**src/design/pcsp_pkg.sv**
```systemverilog
// package: program counter, return stack and paging constants and types
//
// Function
// - the counter is 13 bits wide and its low byte is read and written by software.
// - counter bits 12 to 8 have no direct access; a software write of the low byte loads them from the high latch.
// - every reset clears the whole counter to zero.
// - a software write of the low byte loads the upper five bits from latch bits 4 to 0.
// - call and jump take 11 low bits from the instruction and 2 upper bits from latch bits 4 and 3.
// - an add into the low byte is a computed jump whose carry is dropped, landing in the 256 block chosen by latch bits 4 to 0.
// - a hardware return stack of eight 13-bit entries lies outside program and data space.
// - the stack pointer is hidden from software.
// - a call pushes the counter plus one and an interrupt vector pushes the counter onto the stack.
// - plain return, return with literal and return from interrupt pop the stack into the counter.
// - pushes and pops leave the high latch unchanged.
// - the stack is circular, the ninth push overwriting the first.
// - no overflow or underflow status exists.
// - program space is 8K words in 2K pages chosen by the two upper counter bits.
// - a return restores all 13 counter bits from the stack, ignoring the latch page bits.
package pcsp_pkg;

  localparam int PC_W    = 13;
  localparam int LOW_W   = 8;
  localparam int LATCH_W = 5;
  localparam int TGT_W   = 11;
  localparam int DEPTH   = 8;
  localparam int PTR_W   = 3;
  localparam int PAGE_LO = 3;
  localparam int PAGE_HI = 4;

  localparam logic [5:0] OFF_LOW_BYTE = 6'h00;
  localparam logic [5:0] OFF_LATCH    = 6'h01;
  localparam logic [5:0] OFF_ADD_LOW  = 6'h02;
  localparam logic [5:0] OFF_PC_STAT  = 6'h03;

  localparam logic [PC_W-1:0]    PC_RST     = 13'h0000;
  localparam logic [LATCH_W-1:0] LATCH_RST  = 5'h00;
  localparam logic [PTR_W-1:0]   PTR_RST    = 3'h0;
  localparam logic [PC_W-1:0]    VECTOR_PC  = 13'h0004;
  localparam logic [PC_W-1:0]    PC_ONE     = 13'h0001;

  typedef enum logic [2:0] {
    PCSP_OP_HOLD = 3'b000,
    PCSP_OP_STEP = 3'b001,
    PCSP_OP_JUMP = 3'b010,
    PCSP_OP_CALL = 3'b011,
    PCSP_OP_RET  = 3'b100,
    PCSP_OP_VECT = 3'b101
  } pcsp_op_t;

  typedef struct packed {
    logic              valid;
    pcsp_op_t          op;
    logic [TGT_W-1:0]  target;
  } pcsp_cmd_t;

endpackage : pcsp_pkg

```
**src/design/pcsp_core.sv**
```systemverilog
// module: program counter sequencer with paging latch and wishbone registers
`timescale 1ns/10ps
`default_nettype none
module pcsp_core (
  input  wire logic                 clk_i,
  input  wire logic                 rst_i,
  input  wire logic                 wb_cyc_i,
  input  wire logic                 wb_stb_i,
  input  wire logic                 wb_we_i,
  input  wire logic [7:0]           wb_adr_i,
  input  wire logic [3:0]           wb_sel_i,
  input  wire logic [31:0]          wb_dat_i,
  output logic      [31:0]          wb_dat_o,
  output logic                      wb_ack_o,
  input  wire pcsp_pkg::pcsp_cmd_t  cmd_i,
  output logic [pcsp_pkg::PC_W-1:0] pc_o
);

  // ----------------------------------------
  // decode helper
  // ----------------------------------------
  function automatic logic reg_hit(
    input logic [7:0] adr,
    input logic [5:0] off
  );
    reg_hit = (adr[7:2] == off);
  endfunction : reg_hit

  // ----------------------------------------
  // state
  // ----------------------------------------
  logic                             ack_ff;
  logic                             nxt_ack;
  logic [31:0]                      rdat_ff;
  logic [31:0]                      nxt_rdat;
  logic [pcsp_pkg::PC_W-1:0]        pc_ff;
  logic [pcsp_pkg::PC_W-1:0]        nxt_pc;
  logic [pcsp_pkg::LATCH_W-1:0]     latch_ff;
  logic [pcsp_pkg::LATCH_W-1:0]     nxt_latch;
  logic                             req;
  logic                             wr;
  logic                             wr_low;
  logic                             wr_add;
  logic                             wr_latch;
  logic                             cmd_take;
  logic                             push;
  logic                             pop;
  logic [pcsp_pkg::PC_W-1:0]        push_val;
  logic [pcsp_pkg::PC_W-1:0]        top;
  logic [pcsp_pkg::LOW_W-1:0]       add_sum;

  // ----------------------------------------
  // bus slave
  // ----------------------------------------
  assign req      = wb_cyc_i && wb_stb_i;
  assign wr       = req && wb_we_i && ack_ff && wb_sel_i[0];
  assign wr_low   = wr && reg_hit(wb_adr_i, pcsp_pkg::OFF_LOW_BYTE);
  assign wr_add   = wr && reg_hit(wb_adr_i, pcsp_pkg::OFF_ADD_LOW);
  assign wr_latch = wr && reg_hit(wb_adr_i, pcsp_pkg::OFF_LATCH);

  always_comb
  begin
    nxt_ack  = req && !ack_ff;
    nxt_rdat = rdat_ff;
    if (req && !ack_ff)
    begin
      nxt_rdat = 32'h0000_0000;
      if (reg_hit(wb_adr_i, pcsp_pkg::OFF_LOW_BYTE) ||
          reg_hit(wb_adr_i, pcsp_pkg::OFF_ADD_LOW))
      begin
        nxt_rdat[pcsp_pkg::LOW_W-1:0] = pc_ff[pcsp_pkg::LOW_W-1:0];
      end
      else if (reg_hit(wb_adr_i, pcsp_pkg::OFF_LATCH))
      begin
        nxt_rdat[pcsp_pkg::LATCH_W-1:0] = latch_ff;
      end
      else if (reg_hit(wb_adr_i, pcsp_pkg::OFF_PC_STAT))
      begin
        nxt_rdat = 32'h0000_0000;
      end
    end
  end

  always_ff @(posedge clk_i)
  begin
    if (rst_i)
    begin
      ack_ff  <= 1'b0;
      rdat_ff <= 32'h0000_0000;
    end
    else
    begin
      ack_ff  <= nxt_ack;
      rdat_ff <= nxt_rdat;
    end
  end

  assign wb_ack_o = ack_ff;
  assign wb_dat_o = rdat_ff;

  // ----------------------------------------
  // high latch
  // ----------------------------------------
  always_comb
  begin
    nxt_latch = latch_ff;
    if (wr_latch)
    begin
      nxt_latch = wb_dat_i[pcsp_pkg::LATCH_W-1:0];
    end
  end

  always_ff @(posedge clk_i)
  begin
    if (rst_i)
    begin
      latch_ff <= pcsp_pkg::LATCH_RST;
    end
    else
    begin
      latch_ff <= nxt_latch;
    end
  end

  // ----------------------------------------
  // counter sequencing
  // ----------------------------------------
  assign cmd_take = cmd_i.valid && !wr_low && !wr_add;
  assign add_sum  = pc_ff[pcsp_pkg::LOW_W-1:0] + wb_dat_i[pcsp_pkg::LOW_W-1:0];

  always_comb
  begin
    nxt_pc   = pc_ff;
    push     = 1'b0;
    pop      = 1'b0;
    push_val = pc_ff;
    if (wr_low)
    begin
      nxt_pc = {latch_ff, wb_dat_i[pcsp_pkg::LOW_W-1:0]};
    end
    else if (wr_add)
    begin
      nxt_pc = {latch_ff, add_sum};
    end
    else if (cmd_i.valid)
    begin
      unique case (cmd_i.op)
        pcsp_pkg::PCSP_OP_HOLD:
        begin
          nxt_pc = pc_ff;
        end
        pcsp_pkg::PCSP_OP_STEP:
        begin
          nxt_pc = pc_ff + pcsp_pkg::PC_ONE;
        end
        pcsp_pkg::PCSP_OP_JUMP:
        begin
          nxt_pc = {latch_ff[pcsp_pkg::PAGE_HI:pcsp_pkg::PAGE_LO], cmd_i.target};
        end
        pcsp_pkg::PCSP_OP_CALL:
        begin
          push     = 1'b1;
          push_val = pc_ff + pcsp_pkg::PC_ONE;
          nxt_pc   = {latch_ff[pcsp_pkg::PAGE_HI:pcsp_pkg::PAGE_LO], cmd_i.target};
        end
        pcsp_pkg::PCSP_OP_RET:
        begin
          pop    = 1'b1;
          nxt_pc = top;
        end
        pcsp_pkg::PCSP_OP_VECT:
        begin
          push     = 1'b1;
          push_val = pc_ff;
          nxt_pc   = pcsp_pkg::VECTOR_PC;
        end
        default:
        begin
          nxt_pc = pc_ff;
        end
      endcase
    end
  end

  always_ff @(posedge clk_i)
  begin
    if (rst_i)
    begin
      pc_ff <= pcsp_pkg::PC_RST;
    end
    else
    begin
      pc_ff <= nxt_pc;
    end
  end

  assign pc_o = pc_ff;

  // ----------------------------------------
  // return stack
  // ----------------------------------------
  // no overflow status
  pcsp_stack u_stack (
    .clk_i       (clk_i),
    .rst_i       (rst_i),
    .push_i      (push),
    .pop_i       (pop),
    .push_data_i (push_val),
    .top_o       (top)
  );
endmodule : pcsp_core
`default_nettype wire

```
**src/design/pcsp_stack.sv**
```systemverilog
// module: eight-entry circular return stack with hidden pointer
`timescale 1ns/10ps
`default_nettype none
module pcsp_stack (
  input  wire logic                       clk_i,
  input  wire logic                       rst_i,
  input  wire logic                       push_i,
  input  wire logic                       pop_i,
  input  wire logic [pcsp_pkg::PC_W-1:0]  push_data_i,
  output logic      [pcsp_pkg::PC_W-1:0]  top_o
);

  logic [pcsp_pkg::PTR_W-1:0] ptr_ff;
  logic [pcsp_pkg::PTR_W-1:0] nxt_ptr;
  logic [pcsp_pkg::PTR_W-1:0] top_idx;
  logic [pcsp_pkg::PC_W-1:0]  mem_ff [pcsp_pkg::DEPTH];

  // ----------------------------------------
  // pointer
  // ----------------------------------------
  assign top_idx = ptr_ff - 3'h1;
  assign top_o   = mem_ff[top_idx];

  always_comb
  begin
    nxt_ptr = ptr_ff;
    if (push_i)
    begin
      nxt_ptr = ptr_ff + 3'h1;
    end
    else if (pop_i)
    begin
      nxt_ptr = top_idx;
    end
  end

  always_ff @(posedge clk_i)
  begin
    if (rst_i)
    begin
      ptr_ff <= pcsp_pkg::PTR_RST;
    end
    else
    begin
      ptr_ff <= nxt_ptr;
    end
  end

  // ----------------------------------------
  // entries
  // ----------------------------------------
  for (genvar gi = 0; gi < pcsp_pkg::DEPTH; gi++)
  begin : g_entry
    logic [pcsp_pkg::PC_W-1:0] nxt_ent;
    always_comb
    begin
      nxt_ent = mem_ff[gi];
      if (push_i && (ptr_ff == 3'(gi)))
      begin
        nxt_ent = push_data_i;
      end
    end
    always_ff @(posedge clk_i)
    begin
      mem_ff[gi] <= nxt_ent;
    end
  end
endmodule : pcsp_stack
`default_nettype wire

```
**config.mk**
```make
export PLATFORM = sky130hd
export DESIGN_NAME = pcsp_core
export DESIGN_NICKNAME = d
export VERILOG_FILES = /design/src/design/pcsp_pkg.sv /design/src/design/pcsp_core.sv /design/src/design/pcsp_stack.sv
export SDC_FILE = /design/constraint.sdc
export NUM_CORES = 1
export LEC_CHECK = 0
export BUFFER_PORTS_ARGS = -buffer_cell sky130_fd_sc_hd__buf_2
export CAP_MARGIN = 5
export CELL_PAD_IN_SITES_DETAIL_PLACEMENT = 1
export CELL_PAD_IN_SITES_GLOBAL_PLACEMENT = 1
export CORE_MARGIN = 2
export CORE_UTILIZATION = 30
export CTS_BUF_LIST = sky130_fd_sc_hd__clkbuf_2 sky130_fd_sc_hd__clkbuf_4 sky130_fd_sc_hd__clkbuf_8
export DETAILED_ROUTE_END_ITERATION = 6
export GPL_TIMING_DRIVEN = 0
export PLACE_DENSITY_LB_ADDON = 0.1
export SLEW_MARGIN = 10
export SYNTH_ARGS = -nofsm -noshare
export SYNTH_HDL_FRONTEND = slang
export SYNTH_HIERARCHICAL = 1
export SYNTH_SLANG_ARGS = --single-unit
```
**constraint.sdc**
```tcl
create_clock -name clk_i -period 3.2 [get_ports clk_i]
set_input_delay 0.8 -clock clk_i [delete_from_list [all_inputs] [get_ports clk_i]]
set_output_delay 0.8 -clock clk_i [all_outputs]
set_load 0.02 [all_outputs]
```
== Word level (Yosys, flattened, before mapping) ==
Memory sizes are Yosys's and may differ from the RTL's.
Cells that the tools add are included.

* Bits in registers: 30
* Bits in latches: 0
* RAM bits: 104
* Bits in read-only memories: 0
* Bits of input ports: 64
* Output and inout port bits: 46
* Word-level logic and storage cells: 114
* Memories kept: 1

{| class="wikitable"
|+ Memories
! memory !! words !! bits a word !! read ports !! clocked after Yosys merged registers in !! write ports !! RTL line !! RTL
|-
| u_stack.mem_ff || 8 || 13 || 1 || 0 || 1 || pcsp_stack.sv:16 || <nowiki>logic [pcsp_pkg::PC_W-1:0] mem_ff [pcsp_pkg::DEPTH];</nowiki>
|}

* $add $sub $neg: 4
* Multipliers: 0
* Divide/modulo/power cells: 0
* $lt $le $gt $ge: 0
* Equality and inequality tests: 22
* Shifts and indexed selects: 0
* Multiplexer cells: 49
* Bitwise logic cells: 0
* Reductions and logical operators: 33

{| class="wikitable"
|+ Operators by type and width
! kind !! count
|-
| $mux 13 || 22
|-
| $reduce_or 13->1 || 7
|-
| $pmux 13 s4 || 1
|-
| $mux 3 || 9
|-
| $eq 3x3->1 const B || 6
|-
| $logic_and 1x1->1 || 16
|-
| $mux 1 || 15
|-
| $add 13x1->13 const B || 1
|-
| $eq 3x2->1 const B || 4
|-
| $add 8x8->8 || 1
|-
| $mux 8 || 1
|-
| $ne 1x1->1 const B || 8
|-
| $eq 3x1->1 const B || 2
|-
| $eq 6x1->1 const B || 1
|-
| $eq 6x2->1 const B || 1
|-
| $logic_not 6->1 || 1
|-
| $reduce_bool 6->1 || 1
|-
| $mux 5 || 1
|-
| $reduce_or 2->1 || 2
|-
| $add 3x1->3 const B || 1
|-
| $logic_not 3->1 || 1
|-
| $reduce_bool 3->1 || 1
|-
| $sub 3x1->3 const B || 1
|-
| $reduce_and 2->1 || 1
|-
| other kinds (3) || 3
|}

== Logic depth before layout (Yosys ltp) ==
Gate-level depths: netlist of run 1.

* Depth in word-level cells: 17
* Gate-level depth with buffers: 14
* Mapped depth without buffers: 10

== Hierarchy ==
The synthesis of run 1 kept the hierarchy.

{| class="wikitable"
|+ By module, submodules not included
! module !! times used !! cells an instance !! area each (µm²) !! seq. area each (µm²)
|-
| pcsp_stack || 1 || 272 || 4410.5 || 3183.1
|-
| pcsp_core || 1 || 320 || 2452.4 || 540.5
|}

== Least setup slack after synthesis of run 1 ==
Ideal clock, no wire load.

* Path kind: input to register
* From: in wb_adr_i[7]
* To: mem u_stack/mem_ff[0][1] in the netlist's numbering, data pin
* Setup time: 0.265 ns
* Arrival time: 2.720 ns
* Required time: 2.935 ns
* Setup slack: 0.215 ns
* Stages: 6
* Buffers on the path: 2
* Path through: or4_4 -> or4_4 -> buf_6 -> and4_4 -> buf_2 -> o21ai_0

* Elaborated cells on any way between the ends: 44
* Those cells by class: eq/ne: 8; mux: 19; reduce/logical: 17

{| class="wikitable"
|+ RTL lines
! item !! RTL line !! RTL
|-
| from (decl) || pcsp_core.sv:10 || <nowiki>input wire logic [7:0] wb_adr_i,</nowiki>
|-
| $eq 6x2->1 || pcsp_core.sv:26 || <nowiki>reg_hit = (adr[7:2] == off);</nowiki>
|-
| $logic_and 1x1->1 || pcsp_core.sv:58 || <nowiki>assign wr_add = wr && reg_hit(wb_adr_i, pcsp_pkg::OFF_ADD_LOW);</nowiki>
|-
| $mux 13 || pcsp_core.sv:141 || <nowiki>else if (wr_add)</nowiki>
|-
| $mux 13 (*) || pcsp_core.sv:137 || <nowiki>if (wr_low)</nowiki>
|-
| net push_val, one bit || pcsp_core.sv:48 || <nowiki>logic [pcsp_pkg::PC_W-1:0] push_val;</nowiki>
|-
| $mux 13 || pcsp_stack.sv:58 || <nowiki>if (push_i && (ptr_ff == 3'(gi)))</nowiki>
|-
| $mux 13 (no line) (6 in a row) || - ||
|-
| $mux 13 (no line) (*) || - ||
|-
| to (decl) || pcsp_stack.sv:16 ||
|}

The timed path passes the listed nets; every way through them passes the cells marked *. The select of a mux whose other input is x is not followed.

== Worst setup path after layout of run 1 ==
* From: in wb_adr_i[7]
* To: mem u_stack/mem_ff[3][1] in the netlist's numbering, enable pin

* Word-level cells in the longest chain between the ends: 14
* Elaborated cells on any way between the ends: 43
* Those cells by class: eq/ne: 9; mux: 16; reduce/logical: 18

{| class="wikitable"
|+ Ends and longest elaborated chain
! item !! RTL line !! RTL
|-
| $eq 6x2->1 || pcsp_core.sv:26 ||
|-
| $logic_and 1x1->1 || pcsp_core.sv:58 ||
|-
| $mux 1 || pcsp_core.sv:141 ||
|-
| $mux 1 (*) || pcsp_core.sv:137 ||
|-
| net push || pcsp_core.sv:46 || <nowiki>logic push;</nowiki>
|-
| $logic_and 1x1->1 || pcsp_stack.sv:58 ||
|-
| $ne 1x1->1 (no line) || - ||
|-
| $reduce_or 13->1 (no line) || - ||
|-
| $mux 3 (no line) or $mux 1 (tied branches) (7 in a row) || - ||
|}

The timed path passes the listed nets; every way through them passes the cells marked *.

==> results of run 1 <==
-- power breakdown --
part / switching [uW] / total (uW) / internal, uW
logic: 509 / 829 / 320
registers: 29.6 / 1940 / 1910
clock network: 704 / 1430 / 722
total: 1240 / 4190 / 2950
-- registers in the layout (all words and copies together), names as in the netlist --
signal / cells
pc_o: 13
wb_ack_o: 1
u_stack/ptr_ff: 3
wb_dat_o: 8
u_stack/mem_ff: 104
latch_ff: 5
-- final timing paths --
kind | startpoint | to | slack, ns | depth (start not counted)
worst max-delay path | wb_adr_i[7] | u_stack/mem_ff[3][1] | 0.19 | 8
worst min-delay path | wb_dat_o[7] | wb_dat_o[7] | 0.45 | 2
worst max register to register | u_stack/ptr_ff[0] | pc_o[2] | 0.19 | 14
worst min register to register | wb_dat_o[7] | wb_dat_o[7] | 0.45 | 2
-- kinds of logic after synthesis --
logic type / after synthesis / synth area share [%]
AO/OA/AOI/OAI: 98 / 10.5
XOR/XNOR: 18 / 2.52
adder cells (fa/ha/maj): 17 / 3.21
buffers and inverters: 76 / 5.96
flip-flops: 134 / 54.3
multiplexers: 59 / 8.61
other: 1 / 0.0546
AND/OR/NAND/NOR: 189 / 14.9
-- final cells by class --
cell class	instances	share of cell area, %
clock inverters	13	1.80
inverters	11	0.535
well taps	285	4.36
plain buffers	65	5.67
diodes	1	0.0306
multi-input cells	405	35.4
clock buffers	19	3.04
flip-flops and latches	134	45.5
repair buffers	58	3.61
-- Yosys cell counts (all sizes together), types with 2 or more instances --
library cell	number
and2	6
nor3	15
ha	16
nand4	7
buf	41
a2bb2oi	2
nand3	64
and4	15
dfxtp	30
a211oi	16
o21ai	9
o21a	5
xnor2	16
nor2b	8
a311oi	3
nor2	32
or3	3
nand2	19
o22ai	7
and3	9
or4	2
clkbuf	24
a21oi	17
nor3b	4
a221oi	16
edfxtp	104
xor2	2
inv	10
a22oi	5
a21o	5
mux2i	59
a31oi	6
-- worst register-to-register path, cell delays in order (launching register included) --
cell	delay (ns)
dfxtp_4	0.37
clkbuf_8	0.17
inv_4	0.14
buf_8	0.19
ha_1	0.28
buf_8	0.17
buf_12	0.17
mux2i_1	0.14
nand3_1	0.09
and4_2	0.29
nor2_1	0.05
or3_1	0.34
a32oi_1	0.17
o22ai_1	0.11
a211oi_1	0.23
-- what timing repair did --
item	4_1_cts	5_1_grt
setup buffers	2	0
hold endpoints to repair	0	0
resized for setup	29	17
pin swaps	1	1
endpoints found under the setup margin	21	11
cloned	0	0
-- metrics by stage --
step,cells,util (%),total power (uW)
after floorplan,615,-,2460
after global placement,956,33.6,2730
after detailed placement,956,33.6,2740
after CTS,990,35.9,4220
after global routing,990,36.3,4380
final,991,36.3,4190
-- routing by layer --
metal / share of wire, % / vias up / global-route usage (%)
met5: 0 / - / 0
met4: 1.4 / 0 / 5.24
met3: 3.7 / 15 / 3.34
met2: 46 / 115 / 28.1
met1: 49 / 2583 / 26.0
li1: - / 2419 / -
==> insert_results.sql, run 1 <==
INSERT INTO impl_metrics (metric_group, metric, value, unit) VALUES
('run_status', 'outcome', 'completed', ''),
('timing', 'totalNegativeSetupSlack', '0', 'ns'),
('yosys', 'ys_ff_latch', '134', ''),
('timing', 'rsz_0062_raised_after_global_routing', 'no', ''),
('timing', 'min_period_over_period', '94.2', '%'),
('critical_path', 'worstPathBufferInverterCount', '3', ''),
('drt', 'routed_wirelength_normalized_by_instance_count', '21.6', 'um'),
('clocking', 'tritoncts.num_buffers', '17', ''),
('yosys', 'number_of_flops_mapped_to_enable_cells_by_yosys', '104', ''),
('finish', 'fraction_of_layout_cells_with_a_size_suffix_above_1', '21.6', '%'),
('drt', 'detail-route-antenna-nets', '0', ''),
('floorplanning', 'fp.dieArea', '24100', 'um^2'),
('yosys', 'async_flop_share', '0', '%'),
('floorplanning', 'boundaryPins', '110', ''),
('yosys', 'synthDistinctLibCells', '55', ''),
('timing', 'hold_ws', '0.452', 'ns'),
('critical_path', 'timing_worst_setup_path_type', 'input port to flip-flop', ''),
('timing', 'worst_pin_slew', '0.951', 'ns'),
('finish', 'finalInstanceArea', '8190', 'um^2'),
('timing', 'timing.final.hold_violations', '0', ''),
('yosys', 'ys_seq_area_share', '54.3', '%'),
('yosys', 'area_share_of_the_largest_cell_type_after_synthesis', '45.5', '%'),
('timing', 'final-max-slew-violation-count', '0', ''),
('drt', '1st_iter_drt_viols', '309', ''),
('floorplanning', 'die_width', '155', 'um'),
('placement', 'port_buffers', '56', ''),
('grt', 'grt_pass1_vias', '5125', ''),
('clocking', 'cts-hold-fix-buffers', '0', ''),
('timing', 'slew_headroom', '36.6', '%'),
('critical_path', 'timing.critical_path.slowest_cell_delay', '0.57', 'ns'),
('floorplanning', 'die_height', '155', 'um'),
('grt', 'grt_first_pass_wirelength', '32000', 'um'),
('power', 'ir_drop_worst_vdd', '276', 'uV'),
('finish', 'syn2layout_area_growth', '19.3', '%'),
('finish', 'layout.area.seq', '3730', 'um^2'),
('drt', 'drt_wl_total', '21400', 'um'),
('drt', 'first_pass_iters', '5', ''),
('power', 'cellPowerDensity', '512', 'nW/um^2'),
('placement', 'detailedPlace.worstSlack', '-0.954', 'ns'),
('clocking', 'clock-sinks', '134', ''),
('drt', 'routed-via-count', '5132', ''),
('timing', 'finalClockSkew', '0.0167', 'ns'),
('clocking', 'path_clk_slew', '0.08', 'ns'),
('job', 'max-cap-violations', '0', ''),
('critical_path', 'critical_path.max_fanout', '13', ''),
('finish', 'final_common_cell', 'edfxtp_1', ''),
('finish', 'filler_cell_count', '2519', ''),
('clocking', 'cts_tree', 'built', ''),
('yosys', 'synthCells', '592', ''),
('clocking', 'clockRootBuffer', 'clkbuf_8', ''),
('critical_path', 'cp.arrival', '3.07', 'ns'),
('drt', 'number_of_vias_per_cell', '5.18', ''),
('worst_hold_path', 'min-delay-path-class', 'flip-flop to flip-flop', ''),
('finish', 'nNetsFinal', '773', ''),
('timing', 'report.final.setup_viol', '0', ''),
('grt', 'grt_antenna_before_repair', '0', ''),
('critical_path', 'end_kind', 'flip-flop', ''),
('yosys', 'synth_largest_area_cell', 'edfxtp_1', ''),
('critical_path', 'worst-endpoint-required', '3.25', 'ns'),
('placement', 'placed_cell_area', '7590', 'um^2'),
('timing', 'f_max', '332', 'MHz'),
('clocking', 'clock_latency', '0.45', 'ns'),
('critical_path', 'cpLargestDelayFamily', 'simple AND/OR/NAND/NOR gates', ''),
('yosys', 'synthesis.area', '6860', 'um^2'),
('grt', 'grt_use_total', '18.1', '%'),
('placement', 'routabilityCongestion', '0.810', ''),
('yosys', 'synth.avg_cell_area', '11.6', 'um^2'),
('placement', 'hpwlAfterDp', '15500', 'um'),
('finish', 'multiInputGateArea', '2900', 'um^2'),
('power', 'leakage', '0.00299', 'uW'),
('critical_path', 'timing.critical_path.slowest_stage_cell', 'or4_4', '');
(Power assumes the default switching activity.)
==> run 2, diff against run 1 <==
Settings changed: CORE_MARGIN 2 to 3.
==> run 2 against run 1 <==
Count of clock-buffer cells in the layout is 2 lower. Clock skew grew 0.0067 ns. Sequential share of layout area rose by 0.31 points. Critical path type is now flip-flop to flip-flop. Worst hold slack better by 0.0020 ns. Fmax shrank 5.3%. Core utilization is 0.40 points higher. Critical endpoint is now pc_o[2].
==> insert_results.sql, run 2 (synthesized netlist as in run 1, its figures left out) <==
INSERT INTO impl_metrics (metric_group, metric, value, unit) VALUES
('run_status', 'outcome', 'completed', ''),
('timing', 'layout_min_cycle_time', '3.18', 'ns'),
('clocking', 'tritoncts.num_buffers', '17', ''),
('clocking', 'cts-root-to-sink-buffers', '2', ''),
('placement', 'detailedPlace.worstSlack', '-1.03', 'ns'),
('critical_path', 'cp_dominant_cell_by_count', 'buf_6', ''),
('floorplanning', 'fp.dieArea', '24700', 'um^2'),
('timing', 'worst_pin_slew', '0.947', 'ns'),
('grt', 'grt_pass1_vias', '5237', ''),
('timing', 'slew_headroom', '36.9', '%'),
('timing', 'finalWorstSetupSlack', '0.0161', 'ns'),
('floorplanning', 'die_width', '157', 'um'),
('critical_path', 'timing.critical_path.slowest_stage_cell', 'dfxtp_2', ''),
('power', 'ir_drop_worst_vdd', '270', 'uV'),
('worst_hold_path', 'min-delay-path-class', 'flip-flop to flip-flop', ''),
('clocking', 'path_clk_slew', '0.10', 'ns'),
('placement', 'hpwlAfterDp', '15600', 'um'),
('floorplanning', 'die_height', '157', 'um'),
('critical_path', 'timing_worst_setup_path_type', 'flip-flop to flip-flop', ''),
('finish', 'fraction_of_layout_cells_with_a_size_suffix_above_1', '21.3', '%'),
('placement', 'port_buffers', '56', ''),
('critical_path', 'cp.arrival', '3.57', 'ns'),
('timing', 'timing.final.hold_violations', '0', ''),
('finish', 'syn2layout_area_growth', '18.4', '%'),
('grt', 'grt_first_pass_wirelength', '32400', 'um'),
('power', 'cellPowerDensity', '515', 'nW/um^2'),
('critical_path', 'cpLargestDelayFamily', 'buffers and inverters', ''),
('clocking', 'clock_tree.htree_level_count', '4', ''),
('clocking', 'clock_latency', '0.47', 'ns'),
('floorplanning', 'initial_utilization', '31.0', '%'),
('clocking', 'clockRootBuffer', 'clkbuf_8', ''),
('finish', 'largest_reg_flops', '104', ''),
('floorplanning', 'boundaryPins', '110', ''),
('drt', 'detail-route-antenna-nets', '0', ''),
('timing', 'rsz_0062_raised_after_global_routing', 'yes', ''),
('critical_path', 'path_cells', 'clkbuf_8, inv_4, buf_6, ha_1, buf_6, buf_4, mux2i_1, nand3_1, and4_1, nor2_1, or3_1, a32oi_1, o22ai_1, a211oi_1', ''),
('timing', 'report.final.setup_viol', '0', ''),
('grt', 'grt_antenna_before_repair', '0', ''),
('drt', 'routed-via-count', '5139', ''),
('clocking', 'cts-hold-fix-buffers', '0', ''),
('floorplanning', 'placeableCoreArea', '22200', 'um^2'),
('critical_path', 'worstPathBufferInverterCount', '5', ''),
('timing', 'f_max', '314', 'MHz'),
('drt', 'routed_wirelength_normalized_by_instance_count', '22.1', 'um'),
('finish', 'most-common-layout-cells', 'edfxtp_1 (104), nand3_1 (64), buf_2 (60), mux2i_1 (59), nor2_1 (32)', ''),
('finish', 'ant_cells', '0', ''),
('drt', 'drt_wl_total', '21800', 'um'),
('finish', 'final_common_cell', 'edfxtp_1', ''),
('timing', 'totalNegativeSetupSlack', '0', 'ns'),
('finish', 'finalInstanceArea', '8130', 'um^2'),
('job', 'max-cap-violations', '0', ''),
('drt', 'number_of_vias_per_cell', '5.22', ''),
('grt', 'grt_use_total', '17.9', '%'),
('timing', 'finalClockSkew', '0.0235', 'ns'),
('critical_path', 'worst-endpoint-required', '3.58', 'ns'),
('finish', 'filler_cell_count', '2428', ''),
('placement', 'placed_cell_area', '7580', 'um^2'),
('critical_path', 'timing.critical_path.slowest_cell_delay', '0.39', 'ns'),
('floorplanning', 'floorplan.rows', '54', ''),
('clocking', 'cts_tree', 'built', ''),
('grt', 'maximum_number_of_pins_on_one_net_before_global_route_repair', '17', ''),
('finish', 'nNetsFinal', '773', ''),
('placement', 'routabilityCongestion', '0.796', ''),
('critical_path', 'end_kind', 'flip-flop', ''),
('timing', 'final-max-slew-violation-count', '0', ''),
('finish', 'top_register', 'u_stack/mem_ff', ''),
('timing', 'min_period_over_period', '99.5', '%'),
('drt', 'first_pass_iters', '5', ''),
('power', 'leakage', '0.00298', 'uW'),
('grt', 'global_route_total_overflow', '0', ''),
('clocking', 'clock-sinks', '134', ''),
('finish', 'layout_utilization', '36.7', '%'),
('drt', '1st_iter_drt_viols', '321', ''),
('drt', 'drc', '0', ''),
('critical_path', 'critical_path.max_fanout', '12', ''),
('critical_path', 'critical_path.startpoint_type', 'flip-flop', '');
==> run 2: cell types whose count changed in the layout (fill, tap and decap cells not counted), moves of 2 or more <==
cell,change
inv_8,+3
and4_1,+2
buf_12,-2
buf_6,+2
clkbuf_4,-2
inv_6,+2
==> run 2: tightest hold or removal path, delay by kind of cell (launching register included) <==
kind,cells,cell delay (ns)
DFF,1,0.32
AOI/OAI and AO/OA,1,0.05
and+or+nand+nor,1,0.05
==> run 2: what timing repair did <==
action	CTS	global route
buffers inserted	2	0
gates resized for setup	29	7
endpoints found under the setup margin	21	14
pin swaps	1	0
==> run 2: through the flow <==
stage               instances  hold slack [ns]  power [uW]
floorplan                 615            0.488        2460
global placement          951            0.442        2730
detailed placement        951            0.444        2740
CTS                       985            0.458        4230
global route              985            0.471        4380
finish                    985            0.454        4180
==> run 2: final timing paths <==
check / startpoint / endpoint / slack [ns] / depth (start not counted)
worst max-delay path: u_stack/ptr_ff[0] / pc_o[2] / 0.02 / 14
worst min-delay path: wb_dat_o[5] / wb_dat_o[5] / 0.45 / 2
worst max register to register: u_stack/ptr_ff[0] / pc_o[2] / 0.02 / 14
worst min register to register: wb_dat_o[5] / wb_dat_o[5] / 0.45 / 2
==> run 2: metal layers <==
layer	GRT usage, %	share of wire, %	up-vias
met1	25.0	48	2590
met4	4.75	1.5	0
met3	4.89	4.5	19
li1	-	-	2418
met2	27.6	46	112
met5	0	0	-
==> run 2: layout make-up <==
cell class              instances  area (um^2)  share of cell area, %
plain buffers                  65          439                   5.40
clock buffers                  17          234                   2.88
clock inverters                15          158                   1.94
inverters                      11         43.8                  0.539
multi-input cells             405         2880                   35.5
flip-flops and latches        134         3720                   45.8
well taps                     280          350                   4.31
repair buffers                 58          295                   3.63
==> run 2: report_power, final <==
group	total (uW)	internal [uW]	switching (uW)
sequential	1940	1910	28.7
combinational	819	305	514
clock	1430	649	778
total	4180	2860	1320
